==> config.mk <==
export PLATFORM = sky130hd
export DESIGN_NAME = cmod_decoder
export DESIGN_NICKNAME = d
export VERILOG_FILES = /design/src/hdl/cmod_dirty.v /design/src/hdl/cmod_decoder.v
export VERILOG_INCLUDE_DIRS = /design/src /design/src/hdl
export SDC_FILE = /design/constraint.sdc
export NUM_CORES = 1
export LEC_CHECK = 0
export BUFFER_PORTS_ARGS = -buffer_cell sky130_fd_sc_hd__buf_2
export CORE_AREA = 4 4 135 111
export CTS_CLUSTER_DIAMETER = 120
export DETAILED_ROUTE_END_ITERATION = 16
export DIE_AREA = 0 0 139 115
export PLACE_DENSITY = 0.68
export SLEW_MARGIN = 20
export SYNTH_ARGS = -nofsm -noshare
export SYNTH_HDL_FRONTEND = slang
export SYNTH_SLANG_ARGS = --single-unit
==> constraint.sdc <==
create_clock -name i_mclk -period 6.8 [get_ports i_mclk]
set_input_delay 1.02 -clock i_mclk [delete_from_list [all_inputs] [get_ports i_mclk]]
set_output_delay 1.02 -clock i_mclk [all_outputs]
set_load 0.05 [all_outputs]
==> src/hdl/cmod_defs.vh <==
// constants for the cache maintenance command decoder
// assumes inclusion by bare name from the design files
`ifndef CMOD_DEFS_VH
`define CMOD_DEFS_VH
// secondary codes
`define CMOD_SC_WFI 4'h0
`define CMOD_SC_ICACHE 4'h5
`define CMOD_SC_DCACHE 4'h6
`define CMOD_SC_BOTH 4'h7
`define CMOD_SC_CLEAN 4'ha
`define CMOD_SC_CLINV 4'he
// operation codes
`define CMOD_OP_ENTIRE 3'h0
`define CMOD_OP_ADDR 3'h1
`define CMOD_OP_LOC 3'h2
`define CMOD_OP_WFI 3'h4
`define CMOD_OP_PFB 3'h4
`define CMOD_OP_DRAIN 3'h4
`define CMOD_OP_DMB 3'h5
`define CMOD_OP_DIRTY 3'h6
`define CMOD_OP_BTC_ALL 3'h6
`define CMOD_OP_BTC_ONE 3'h7
// link value offsets
`define CMOD_LINK_WFI 32'h0000_0008
`define CMOD_LINK_RESTART 32'h0000_0004
// operand field positions
`define CMOD_WAY_HI 31
`define CMOD_WAY_LO 30
`define CMOD_SET_LO 5
`define CMOD_SEL_BIT 0
`define CMOD_LINE_LSB 5
`define CMOD_BTC_LSB 3
// cache size parameter: log2 of size field
`define CMOD_SIZE_LOG2 4'h6
// target kinds on the maintenance port
`define CMOD_TGT_ICACHE 3'h1
`define CMOD_TGT_DCACHE 3'h2
`define CMOD_TGT_BOTH 3'h3
`define CMOD_TGT_BTC 3'h4
// action codes
`define CMOD_ACT_INV 2'h1
`define CMOD_ACT_CLEAN 2'h2
`define CMOD_ACT_CLINV 2'h3
// scope codes
`define CMOD_SCP_ALL 2'h0
`define CMOD_SCP_ADDR 2'h1
`define CMOD_SCP_LOC 2'h2
`define CMOD_DIRTY_RST 1'h0
`endif

==> src/hdl/cmod_dirty.v <==
// dirty status tracker for the data cache
// assumes hit-write pulses from the cache and clean-start pulses
`timescale 1ns/10ps
`include "cmod_defs.vh"
module cmod_dirty (
  input wire i_mclk,
  input wire i_reset,
  input wire i_clean_start,
  input wire i_write_hit,
  output reg o_dirty
);
  // a write hit in the same cycle as a clean start wins, so it is not lost
  always @(posedge i_mclk) begin
    if (i_reset) begin
      o_dirty <= `CMOD_DIRTY_RST;
    end else if (i_write_hit) begin
      o_dirty <= 1'b1;
    end else if (i_clean_start) begin
      o_dirty <= 1'b0;
    end
  end
endmodule

==> src/hdl/cmod_decoder.v <==
// cache maintenance command decoder and sequencer
// assumes the core presents one command per strobe and holds state
// until o_done; cache, buffers and clocking are outside this block
`timescale 1ns/10ps
`include "cmod_defs.vh"
module cmod_decoder (
  input wire i_mclk,
  input wire i_reset,
  input wire i_cmd_valid,
  input wire i_cmd_read,
  input wire [3:0] i_secondary_code,
  input wire [2:0] i_opcode2,
  input wire [31:0] i_cmd_data,
  input wire [31:0] i_cmd_addr,
  input wire i_privileged,
  input wire i_irq,
  input wire i_debug_req,
  input wire i_maint_done,
  input wire i_write_hit,
  output reg o_busy,
  output reg o_done,
  output reg o_undef_trap,
  output reg o_irq_take,
  output reg [31:0] o_link_value,
  output reg [31:0] o_read_data,
  output reg o_read_valid,
  output reg o_low_power,
  output reg o_maint_req,
  output reg o_maint_abort,
  output reg [2:0] o_maint_target,
  output reg [1:0] o_maint_action,
  output reg [1:0] o_maint_scope,
  output reg o_maint_to_tcm,
  output reg [31:0] o_maint_addr,
  output reg [1:0] o_maint_way,
  output reg [8:0] o_maint_set,
  output reg o_prefetch_flush,
  output reg o_drain_req,
  output reg o_barrier_req
);
  // sequencer states; a new command is only taken in idle
  localparam ST_IDLE = 2'd0;
  localparam ST_MAINT = 2'd1;
  localparam ST_WFI = 2'd2;
  localparam ST_DRAIN = 2'd3;

  // issuing address is kept so the link value can be formed later
  reg [1:0] state;
  reg [31:0] cmd_addr;
  reg clean_start;
  wire dirty;

  // decoded command classes
  reg is_wfi;
  reg is_pfb;
  reg is_drain;
  reg is_dmb;
  reg is_dirty_rd;
  reg is_maint;
  reg user_ok;
  reg [2:0] next_target;
  reg [1:0] next_action;
  reg [1:0] next_scope;
  reg [31:0] next_addr;
  wire [1:0] loc_way;
  wire [8:0] loc_set;
  wire loc_tcm;
  wire is_entire_clean;

  // locator fields; bits between the fields are ignored
  assign loc_way = i_cmd_data[`CMOD_WAY_HI:`CMOD_WAY_LO];
  assign loc_tcm = i_cmd_data[`CMOD_SEL_BIT];

  // set bits above S+2 are should-be-zero; they are dropped so a stray
  // bit cannot pick a set that this cache size does not have
  genvar g_bit;
  generate
    for (g_bit = 0; g_bit < 9; g_bit = g_bit + 1) begin : g_set
      if (g_bit + `CMOD_SET_LO <= `CMOD_SIZE_LOG2 + 2) begin : g_keep
        assign loc_set[g_bit] = i_cmd_data[g_bit + `CMOD_SET_LO];
      end else begin : g_drop
        assign loc_set[g_bit] = 1'b0;
      end
    end
  endgenerate

  // command decode; anything unlisted falls out as a no-operation
  always @* begin
    is_wfi = 1'b0;
    is_pfb = 1'b0;
    is_drain = 1'b0;
    is_dmb = 1'b0;
    is_dirty_rd = 1'b0;
    is_maint = 1'b0;
    next_target = 3'h0;
    next_action = `CMOD_ACT_INV;
    next_scope = `CMOD_SCP_ALL;
    // no context remap: operand goes through, its low bits masked below
    next_addr = i_cmd_data;
    // code c0 holds only the wait command; other ops there are no-ops
    case (i_secondary_code)
      `CMOD_SC_WFI: begin
        is_wfi = (i_opcode2 == `CMOD_OP_WFI);
      end
      `CMOD_SC_ICACHE: begin
        is_pfb = (i_opcode2 == `CMOD_OP_PFB);
        if (i_opcode2 <= `CMOD_OP_LOC) begin
          is_maint = 1'b1;
          next_target = (i_opcode2 == `CMOD_OP_ENTIRE) ?
            `CMOD_TGT_BOTH : `CMOD_TGT_ICACHE;
          next_scope = i_opcode2[1:0];
        end else if (i_opcode2 == `CMOD_OP_BTC_ALL ||
                     i_opcode2 == `CMOD_OP_BTC_ONE) begin
          is_maint = 1'b1;
          next_target = `CMOD_TGT_BTC;
          next_scope = (i_opcode2 == `CMOD_OP_BTC_ONE) ?
            `CMOD_SCP_ADDR : `CMOD_SCP_ALL;
        end
      end
      `CMOD_SC_DCACHE: begin
        if (i_opcode2 <= `CMOD_OP_LOC) begin
          is_maint = 1'b1;
          next_target = `CMOD_TGT_DCACHE;
          next_scope = i_opcode2[1:0];
        end
      end
      `CMOD_SC_BOTH: begin
        if (i_opcode2 == `CMOD_OP_ENTIRE) begin
          is_maint = 1'b1;
          next_target = `CMOD_TGT_BOTH;
        end
      end
      `CMOD_SC_CLEAN: begin
        is_drain = (i_opcode2 == `CMOD_OP_DRAIN);
        is_dmb = (i_opcode2 == `CMOD_OP_DMB);
        is_dirty_rd = (i_opcode2 == `CMOD_OP_DIRTY);
        if (i_opcode2 <= `CMOD_OP_LOC) begin
          is_maint = 1'b1;
          next_target = `CMOD_TGT_DCACHE;
          next_action = `CMOD_ACT_CLEAN;
          next_scope = i_opcode2[1:0];
        end
      end
      `CMOD_SC_CLINV: begin
        if (i_opcode2 <= `CMOD_OP_LOC) begin
          is_maint = 1'b1;
          next_target = `CMOD_TGT_DCACHE;
          next_action = `CMOD_ACT_CLINV;
          next_scope = i_opcode2[1:0];
        end
      end
      default: begin
        is_maint = 1'b0;
      end
    endcase
    // the btc entry keeps bits 3 and up, line ops keep bits 5 and up
    if (next_target == `CMOD_TGT_BTC) begin
      next_addr = {i_cmd_data[31:`CMOD_BTC_LSB], 3'h0};
    end else begin
      next_addr = {i_cmd_data[31:`CMOD_LINE_LSB], 5'h00};
    end
    // user mode may only order memory or refetch; all else traps
    user_ok = is_drain | is_pfb | is_dmb;
  end

  assign is_entire_clean = is_maint && next_scope == `CMOD_SCP_ALL &&
    (next_action == `CMOD_ACT_CLEAN || next_action == `CMOD_ACT_CLINV);

  // clean start pulse clears the dirty flag when a whole clean begins
  always @* begin
    clean_start = 1'b0;
    if (state == ST_IDLE && i_cmd_valid && !i_cmd_read &&
        (i_privileged || user_ok) && is_entire_clean) begin
      clean_start = 1'b1;
    end
  end

  // dirty tracker; hits still count during an interrupted clean
  cmod_dirty u_dirty (
    .i_mclk(i_mclk),
    .i_reset(i_reset),
    .i_clean_start(clean_start),
    .i_write_hit(i_write_hit),
    .o_dirty(dirty)
  );

  // sequencer: pulses are cleared each cycle and raised per event
  always @(posedge i_mclk) begin
    if (i_reset) begin
      // every output starts low so the core sees an idle block
      state <= ST_IDLE;
      cmd_addr <= 32'h0000_0000;
      o_busy <= 1'b0;
      o_done <= 1'b0;
      o_undef_trap <= 1'b0;
      o_irq_take <= 1'b0;
      o_link_value <= 32'h0000_0000;
      o_read_data <= 32'h0000_0000;
      o_read_valid <= 1'b0;
      o_low_power <= 1'b0;
      o_maint_req <= 1'b0;
      o_maint_abort <= 1'b0;
      o_maint_target <= 3'h0;
      o_maint_action <= 2'h0;
      o_maint_scope <= 2'h0;
      o_maint_to_tcm <= 1'b0;
      o_maint_addr <= 32'h0000_0000;
      o_maint_way <= 2'h0;
      o_maint_set <= 9'h000;
      o_prefetch_flush <= 1'b0;
      o_drain_req <= 1'b0;
      o_barrier_req <= 1'b0;
    end else begin
      o_done <= 1'b0;
      o_undef_trap <= 1'b0;
      o_irq_take <= 1'b0;
      o_read_valid <= 1'b0;
      o_maint_req <= 1'b0;
      o_maint_abort <= 1'b0;
      o_prefetch_flush <= 1'b0;
      case (state)
        ST_IDLE: begin
          if (i_cmd_valid) begin
            cmd_addr <= i_cmd_addr;
            if (i_cmd_read) begin
              if (is_dirty_rd && i_privileged) begin
                // status word carries the flag in bit 0 only
                o_read_data <= {31'h0, dirty};
                o_read_valid <= 1'b1;
                o_done <= 1'b1;
              end else if (is_dirty_rd) begin
                // the status read is not one of the user-mode commands
                o_undef_trap <= 1'b1;
              end else begin
                o_undef_trap <= 1'b1;
              end
            end else if (!i_privileged && !user_ok) begin
              o_undef_trap <= 1'b1;
            end else if (is_wfi) begin
              o_busy <= 1'b1;
              o_low_power <= 1'b1;
              state <= ST_WFI;
            end else if (is_pfb) begin
              // the core refetches everything after this command
              o_prefetch_flush <= 1'b1;
              o_done <= 1'b1;
            end else if (is_drain || is_dmb) begin
              o_drain_req <= is_drain;
              o_barrier_req <= is_dmb;
              o_busy <= 1'b1;
              state <= ST_DRAIN;
            end else if (is_maint) begin
              // invalidates ignore lockdown; misses are the cache's no-op
              o_maint_req <= 1'b1;
              o_maint_target <= next_target;
              o_maint_action <= next_action;
              o_maint_scope <= next_scope;
              o_maint_addr <= next_addr;
              o_maint_way <= loc_way;
              o_maint_set <= loc_set;
              // entire ops never reach tightly coupled memory
              o_maint_to_tcm <= (next_scope == `CMOD_SCP_LOC) ?
                loc_tcm : 1'b0;
              o_busy <= 1'b1;
              state <= ST_MAINT;
            end else begin
              o_done <= 1'b1;
            end
          end
        end
        ST_MAINT: begin
          // only whole cleans are interruptible; a restart redoes them
          if (i_maint_done) begin
            o_busy <= 1'b0;
            o_done <= 1'b1;
            state <= ST_IDLE;
          end else if (i_irq && o_maint_scope == `CMOD_SCP_ALL &&
                       o_maint_action != `CMOD_ACT_INV) begin
            o_maint_abort <= 1'b1;
            o_irq_take <= 1'b1;
            o_link_value <= cmd_addr + `CMOD_LINK_RESTART;
            o_busy <= 1'b0;
            state <= ST_IDLE;
          end
        end
        ST_WFI: begin
          // interrupt masks are not consulted while waiting
          // a debug request ends the wait without taking an interrupt
          if (i_irq || i_debug_req) begin
            o_low_power <= 1'b0;
            o_busy <= 1'b0;
            o_done <= 1'b1;
            o_irq_take <= i_irq;
            o_link_value <= cmd_addr + `CMOD_LINK_WFI;
            state <= ST_IDLE;
          end
        end
        ST_DRAIN: begin
          // drain and barrier both wait for the write buffer to empty
          if (i_maint_done) begin
            o_drain_req <= 1'b0;
            o_barrier_req <= 1'b0;
            o_busy <= 1'b0;
            o_done <= 1'b1;
            state <= ST_IDLE;
          end
        end
        default: begin
          state <= ST_IDLE;
        end
      endcase
    end
  end
endmodule

# ---- After elaboration in Yosys (flattened, before gate mapping)
# Cells that the tools add are included.
dict set report totals {
  regBits 125
  latch_bits 0
  mem_bits_rw 0
  romBits 0
  input_bits 80
  out_inout_bits 126
  elab_cells 204
  memories 0
}
dict set report classes {
  n_addsub 2
  n_mul 0
  div 0
  n_lt_le_gt_ge 1
  eq_ne 31
  n_shift 0
  mux 96
  n_bitwise 10
  n_reduce_logical 41
}
# operator n
set ops {}
lappend ops {{32-bit two-way mux} 3}
lappend ops {{32-bit one-hot mux with 2 select lines} 1}
lappend ops {{1-bit two-way mux} 60}
lappend ops {{2-bit two-way mux} 18}
lappend ops {{32-bit by 3-bit adder with 32-bit output, second input constant} 1}
lappend ops {{32-bit by 4-bit adder with 32-bit output, second input constant} 1}
lappend ops {{8-bit AND reduction} 3}
lappend ops {{2-bit != test, second input constant} 10}
lappend ops {{3-bit equality test, second input constant} 5}
lappend ops {{4-bit by 3-bit equality test with 1-bit output, second input constant} 3}
lappend ops {{2-bit equality test, second input constant} 5}
lappend ops {{1-bit logical AND} 10}
lappend ops {{3-bit one-hot mux with 3 select lines} 1}
lappend ops {{4-bit equality test, second input constant} 2}
lappend ops {{1-bit NOT} 8}
lappend ops {{1-bit one-hot mux with 2 select lines} 4}
lappend ops {{2-bit one-hot mux with 2 select lines} 2}
lappend ops {{2-bit one-hot mux with 4 select lines} 1}
lappend ops {{4-bit AND reduction} 2}
lappend ops {{2-bit nonzero test} 4}
lappend ops {{8-bit OR reduction} 1}
lappend ops {{2-bit logical NOT} 3}
lappend ops {{3-bit two-way mux} 2}
lappend ops {{3-bit != test, second input constant} 2}
lappend ops {{18 further kinds} 29}

# ---- Longest topological paths before layout
# Gate-level depths: netlist of run 1.
dict set report depth {
  ltp_word 13
  ltp_mapped 10
}

# ---- Cells and area by module
# A second synthesis of run 1 with hierarchy kept.
dict set report hier_totals {
  cells_unflattened 680
  area_unflattened_um2 5525.3
}
# mod instances cells_each area_each_um2 seq_area_each_um2
set modules_own_cells {}
lappend modules_own_cells {cmod_decoder 1 676 5486.5 2302.2}
lappend modules_own_cells {cmod_dirty 1 4 38.8 20.0}

# ---- Worst setup path after synthesis of run 1
# OpenSTA, ideal clock, no wires.
dict set report synth_timing {
  path_type {input to register}
  from {input i_secondary_code[2]}
  to {register o_barrier_req}
  arrival_ns 2.760
  required_ns 6.730
  path_slack_ns 3.969
  path_stages 7
  path_buffers 1
  path_cell_list {clkbuf_1 > and4bb_2 > and2_1 > nand2_1 > a211o_1 > or4b_2 > a21oi_1}
}
dict set report synth_via {
  elab_chain_cells 9
}
# item line
set synth_rtl {}
lappend synth_rtl {{start: declaration} cmod_decoder.v:11} ;# input wire [3:0] i_secondary_code,
lappend synth_rtl {{4-bit equality test} cmod_decoder.v:101} ;# case (i_secondary_code)
lappend synth_rtl {{1-bit two-way mux} cmod_decoder.v:101}
lappend synth_rtl {{1-bit two-way mux} cmod_decoder.v:247} ;# end else if (is_drain || is_dmb) begin
lappend synth_rtl {{1-bit two-way mux} cmod_decoder.v:243} ;# end else if (is_pfb) begin
lappend synth_rtl {{1-bit two-way mux} cmod_decoder.v:239} ;# end else if (is_wfi) begin
lappend synth_rtl {{1-bit two-way mux} cmod_decoder.v:237} ;# end else if (!i_privileged && !user_ok) begin
lappend synth_rtl {{1-bit two-way mux} cmod_decoder.v:225} ;# if (i_cmd_read) begin
lappend synth_rtl {{1-bit two-way mux} cmod_decoder.v:223} ;# if (i_cmd_valid) begin
lappend synth_rtl {{1-bit one-hot mux with 2 select lines} cmod_decoder.v:221} ;# case (state)
lappend synth_rtl {{end signal: assignment} cmod_decoder.v:249} ;# o_barrier_req <= is_dmb;
lappend synth_rtl {{end: declaration} cmod_decoder.v:39} ;# output reg o_barrier_req
# Parallel ways exist; a longest one is shown, timed or not. The select of a mux whose other input is x is not followed.
# A chain may end at the register's enable or synchronous reset.

# ---- Worst setup path after layout of run 1
dict set report layout_timing {
  from {input i_opcode2[2]}
  to {register o_maint_addr[16]}
}
dict set report layout_via {
  elab_chain_cells 8
}
# item line
set layout_rtl {}
lappend layout_rtl {{start: declaration} cmod_decoder.v:12} ;# input wire [2:0] i_opcode2,
lappend layout_rtl {{3-bit equality test (no source line)} n/a}
lappend layout_rtl {{1-bit two-way mux} cmod_decoder.v:101}
lappend layout_rtl {{1-bit OR (2 in series)} cmod_decoder.v:163} ;# user_ok = is_drain | is_pfb | is_dmb;
lappend layout_rtl {{1-bit logical NOT} cmod_decoder.v:237}
lappend layout_rtl {{1-bit logical AND} cmod_decoder.v:237}
lappend layout_rtl {{1-bit NOT (no source line)} n/a}
lappend layout_rtl {{8-bit AND reduction (no source line) (*)} n/a}
lappend layout_rtl {{end signal: assignment} cmod_decoder.v:258} ;# o_maint_addr <= next_addr;
lappend layout_rtl {{end: declaration} cmod_decoder.v:34} ;# output reg [31:0] o_maint_addr,
# Every way passes the cells marked *; elsewhere a longest branch is shown, timed or not.

==> results.json, run 1 <==
{
  "run_status": "complete, no violations",
  "timing.final.hold_violations": 0,
  "ys_seq_area_share_pct": 43.0,
  "grt_max_degree": 62,
  "setup_viol": 0,
  "cellPowerDensity_nw_per_um2": 272,
  "via_per_inst": 4.75,
  "clock_latency_ns": 0.41,
  "die-area_um2": 16000,
  "grt_pass1_wl_um": 22300,
  "cp.arrival_ns": 2.89,
  "ys_top_cells_by_count": "dfxtp_1 (116), nor2_1 (98), nand2_1 (97)",
  "crit_path_start_kind": "primary input",
  "p_sw_mw": 0.459,
  "numPortBuffers": 164,
  "syn2layout_area_growth_pct": 26.2,
  "report.power.total_mw": 1.86,
  "internal-power_mw": 1.40,
  "clk_pin_slew_worst_paths_ns": 0.06,
  "tightest_slew_ns": 0.654,
  "die_x_um": 139,
  "async_reset_ff_share_pct": 0,
  "drt-pass1-iter-count": 4,
  "synth.avg_cell_area_um2": 8.32,
  "routed_wl_um": 13800,
  "synth-edff-count": 0,
  "n_fill_cell": 1338,
  "drc": 0,
  "max_slew_margin_pct": 56.4,
  "grt_pass1_vias": 4397,
  "max_freq_ghz": 0.383,
  "ir_drop_v": 0.000161,
  "rsz0062_at_grt": "false",
  "synth_area_um2": 5400,
  "synth_area_leaders": "dfxtp_1 (43%), nor2_1 (6.8%), nand2_1 (6.7%)",
  "initial_core_util_pct": 40.0,
  "cts-htree-levels": 4,
  "final_antenna_net_count": 0,
  "drv_cap": 0,
  "share_comb_of_total_power_pct": 9.0,
  "drtIter0Drc": 229,
  "antenna_found_initial": 2,
  "worstSetupPathType": "primary input to flop",
  "post-synth-top-count-cell": "dfxtp_1",
  "cp.required_ns": 7.08,
  "power_leakage_nw": 3.16,
  "fin_crit_ns": 2.61,
  "grt_usage_pct": 17.2,
  "gp_congestion": 0.804,
  "fin_setup_tns_ns": 0,
  "clock_sinks": 116,
  "synth_top_area_share_pct": 43.0,
  "pre_cts_slack_ns": 3.76,
  "cts_setup_buffers": 0,
  "fin_nets": 879,
  "fin_util_pct": 50.5,
  "synth.largest_area_cell": "dfxtp_1",
  "root_buffer": "clkbuf_16",
  "timing.hold.ws_ns": 0.449,
  "cts_buffers": 17,
  "period_share_pct": 38.4,
  "synth_flop_cell": "dfxtp_1",
  "hold_class": "flop to flop",
  "synth_cell_types": 55,
  "ys_warn_count": 0,
  "cts_tree": "built",
  "io_pins": 206,
  "skew_ns": 0.0173,
  "gr-total-overflow": 0,
  "wl_per_cell_um": 14.0,
  "synthCells": 649,
  "hold_buffers": 0,
  "yosys_register_bits": 116,
  "swShare_pct": 24.7,
  "dp_hpwl_um": 10100,
  "clockBufferDepth": 2,
  "worst_slack_ns": 4.19,
  "design.core.area_um2": 13500,
  "rows": 38,
  "drv_slew": 0,
  "path_max_fanout": 45,
  "clkPwrFrac_pct": 52.6,
  "drive_above_1_share_pct": 26.2,
  "seq_power_share_pct": 38.4,
  "die_h_um": 115,
  "end_kind": "flop",
  "vias": 4684,
  "cts_resized": 0
}
## cell type report
cell class	instances	area (um^2)	share of cell area (%)
diodes	1	2.50	0.0367
clock buffers	18	429	6.29
clock inverters	14	225	3.30
inverters	9	33.8	0.496
multi-input cells	480	2720	39.9
flip-flops and latches	116	2320	34.1
well taps	180	225	3.30
repair buffers	169	861	12.6
## metal layers
metal  track usage, %  routed length, um  up-vias
met4             5.74                161        2
met1             23.8               6680     2121
met3             5.90                915       14
li1                 -                  -     2414
met2             25.3               6040      133
met5                0                 12        -
## cells by family (layout without fill, tap and decap cells)
| logic type | after synthesis | count (layout) | share of synthesized area, % |
|---|---|---|---|
| AO/OA/AOI/OAI | 105 | 105 | 12.2 |
| other | 1 | 40 | 0.0694 |
| buffers and inverters | 91 | 210 | 9.54 |
| XOR/XNOR | 31 | 31 | 5.03 |
| AND/OR/NAND/NOR | 266 | 266 | 22.7 |
| flip-flops | 116 | 116 | 43.0 |
| adder cells (fa/ha/maj) | 6 | 6 | 1.39 |
| multiplexers | 33 | 33 | 6.11 |
## sequential cells by signal, summed over array words and instances (netlist names)
signal            cells
u_dirty.o_dirty       1
o_maint_set           3
o_maint_way           1
o_drain_req           1
o_low_power           1
cmd_addr             32
o_barrier_req         1
o_maint_action        2
o_irq_take            1
o_link_value         32
o_maint_to_tcm        1
o_maint_target        3
o_done                1
o_maint_abort         1
o_undef_trap          1
o_prefetch_flush      1
o_maint_req           1
state                 2
o_read_valid          1
o_read_data           1
o_maint_addr         25
o_busy                1
o_maint_scope         2
## power groups by stage
| stage | logic, mW | registers, mW | clock network (mW) |
|---|---|---|---|
| floorplan | 0.127 | 0.737 | 0 |
| global placement | 0.166 | 0.727 | 0 |
| detailed placement | 0.167 | 0.727 | 0 |
| CTS | 0.168 | 0.712 | 0.994 |
| global route | 0.182 | 0.715 | 1.03 |
| finish | 0.168 | 0.713 | 0.976 |
## final timing paths
path	from	to	slack (ns)	cells after the start
setup reg to reg	cmd_addr[11]	o_link_value[31]	4.33	6
hold / removal	o_barrier_req	o_barrier_req	0.45	2
hold reg to reg	o_barrier_req	o_barrier_req	0.45	2
setup / recovery	i_opcode2[2]	o_maint_addr[16]	4.19	7
## critical path, stage by stage
cell and delay [ns]:
buf_2 0.18, nor3b_1 0.52, a31oi_1 0.17, o211ai_1 0.10, buf_4 0.54, mux2i_1 0.27
nor2_1 0.06
## placed cells by master, fill, tap and decap left out, types with 11 or more instances in the layout
cell,n
xnor2_1,20
xor2_1,11
nor2_1,98
conb_1,39
buf_2,163
nand2_1,97
dfxtp_1,116
o21ai_0,11
a21oi_1,49
mux2i_1,33
a211oi_1,25
clkbuf_16,17
## through the flow
step,std cells,instance area [um^2]
2_1_floorplan,687,5550
3_3_place_gp,954,6160
3_5_place_dp,954,6160
4_1_cts,986,6820
5_1_grt,987,6820
6_report,987,6820
(Power assumes the default switching activity.)
==> inputs of run 2 (changes only) <==
==> constraint.sdc (replaced) <==
create_clock -name i_mclk -period 2.6 [get_ports i_mclk]
set_input_delay 0.39 -clock i_mclk [delete_from_list [all_inputs] [get_ports i_mclk]]
set_output_delay 0.39 -clock i_mclk [all_outputs]
set_load 0.05 [all_outputs]
==> results.json, run 2 (synthesized netlist as in run 1, its figures left out) <==
{
  "dp_hpwl_um": 10400,
  "cts_buffers": 17,
  "antenna_found_initial": 2,
  "rr_worst_depth": 6,
  "place_area_um2": 6240,
  "drive_above_1_share_pct": 26.8,
  "die_x_um": 139,
  "gp_congestion": 0.882,
  "worstHoldStart": "i_cmd_data[15]",
  "cts_resized": 0,
  "startpoint": "cmd_addr[10]",
  "tightest_slew_ns": 0.577,
  "drtIter0Drc": 265,
  "cts_tree": "built",
  "final_cell_mix": "buf_2 (163), dfxtp_1 (116), nor2_1 (98), nand2_1 (97), a21oi_1 (49)",
  "fin_crit_ns": 2.33,
  "drc": 0,
  "gr-total-overflow": 0,
  "clock_sinks": 116,
  "n_fill_cell": 1362,
  "setup_viol": 0,
  "drt-pass1-iter-count": 4,
  "rows": 38,
  "rsz0062_at_grt": "false",
  "wl_per_cell_um": 14.3,
  "crit_path_start_kind": "flop",
  "skew_ns": 0.00708,
  "io_pins": 206,
  "hold_buffers": 0,
  "layout_commonest_cell": "buf_2",
  "path_max_fanout": 6,
  "cp.arrival_ns": 2.62,
  "power_leakage_nw": 3.16,
  "grt_usage_pct": 17.7,
  "design.core.area_um2": 13500,
  "fin_nets": 884,
  "grt_pass1_vias": 4424,
  "max_freq_ghz": 0.429,
  "root_buffer": "clkbuf_16",
  "numPortBuffers": 164,
  "pre_cts_slack_ns": 0.296,
  "cp.required_ns": 2.88,
  "final_area_um2": 6840,
  "vias": 4763,
  "hold_class": "primary input to flop",
  "max_slew_margin_pct": 61.5,
  "worst_slack_ns": 0.268,
  "period_share_pct": 89.7,
  "clock_latency_ns": 0.41,
  "timing.hold.ws_ns": 0.205,
  "run_status": "complete, no violations",
  "cts-htree-levels": 4,
  "cts_setup_buffers": 0,
  "drv_slew": 0,
  "drv_cap": 0,
  "clockBufferDepth": 2,
  "clk_pin_slew_worst_paths_ns": 0.06,
  "grt_pass1_wl_um": 22700,
  "end_kind": "flop",
  "cellPowerDensity_nw_per_um2": 679,
  "initial_core_util_pct": 40.0,
  "final_antenna_net_count": 0,
  "via_per_inst": 4.80,
  "r2r-start": "cmd_addr[10]",
  "grt_max_degree": 77,
  "fin_setup_tns_ns": 0,
  "routed_wl_um": 14200,
  "syn2layout_area_growth_pct": 26.6,
  "die-area_um2": 16000,
  "worstSetupPathType": "flop to flop",
  "die_h_um": 115,
  "holdPathStages": 3,
  "ir_drop_v": 0.000430,
  "largestRegisters": "cmd_addr x32, o_link_value x32, o_maint_addr x25",
  "timing.final.hold_violations": 0
}
==> run 2: where the power goes <==
part	internal [mW]	leakage [nW]	switching [mW]
Combinational	0.126	1.94	0.320
Sequential	1.82	0.941	0.0428
Clock	1.47	0.286	0.867
Total	3.42	3.16	1.23
==> run 2: worst max-delay path, cell delays in order (launching register included) <==
cell and delay [ns]:
dfxtp_1 0.46, nand4_2 0.18, or4_1 0.53, or4_4 0.56, nor3_2 0.17, xnor2_1 0.19
a211oi_2 0.10
==> run 2: path summary, 6_finish.rpt <==
| kind | slack, ns | to |
|---|---|---|
| max | 0.27 | o_link_value[31] |
| min | 0.20 | o_maint_addr[15] |
| max reg2reg | 0.27 | o_link_value[31] |
| min reg2reg | 0.45 | o_link_value[1] |
==> run 2: stage by stage <==
| step | util, % | total power [mW] | cells |
|---|---|---|---|
| final | 50.7 | 4.65 | 992 |
| after global routing | 50.7 | 4.81 | 992 |
| after CTS | 50.6 | 4.69 | 991 |
| after detailed placement | 46.2 | 2.34 | 959 |
| after global placement | 46.2 | 2.34 | 959 |
| after floorplan | - | 2.26 | 687 |
==> run 2: layout make-up <==
type,instances,area [um^2],share of cell area [%]
multi-input cells,480,2720,39.7
clock inverters,13,149,2.18
diodes,1,2.50,0.0366
inverters,9,33.8,0.494
flip-flops and latches,116,2320,33.9
clock buffers,19,453,6.62
repair buffers,174,936,13.7
well taps,180,225,3.29
==> run 2: layer usage <==
layer | GRT usage, % | wire, um
met5 | 0 | 9
met4 | 6.98 | 262
met3 | 5.24 | 860
met2 | 26.0 | 6130
met1 | 24.4 | 6900
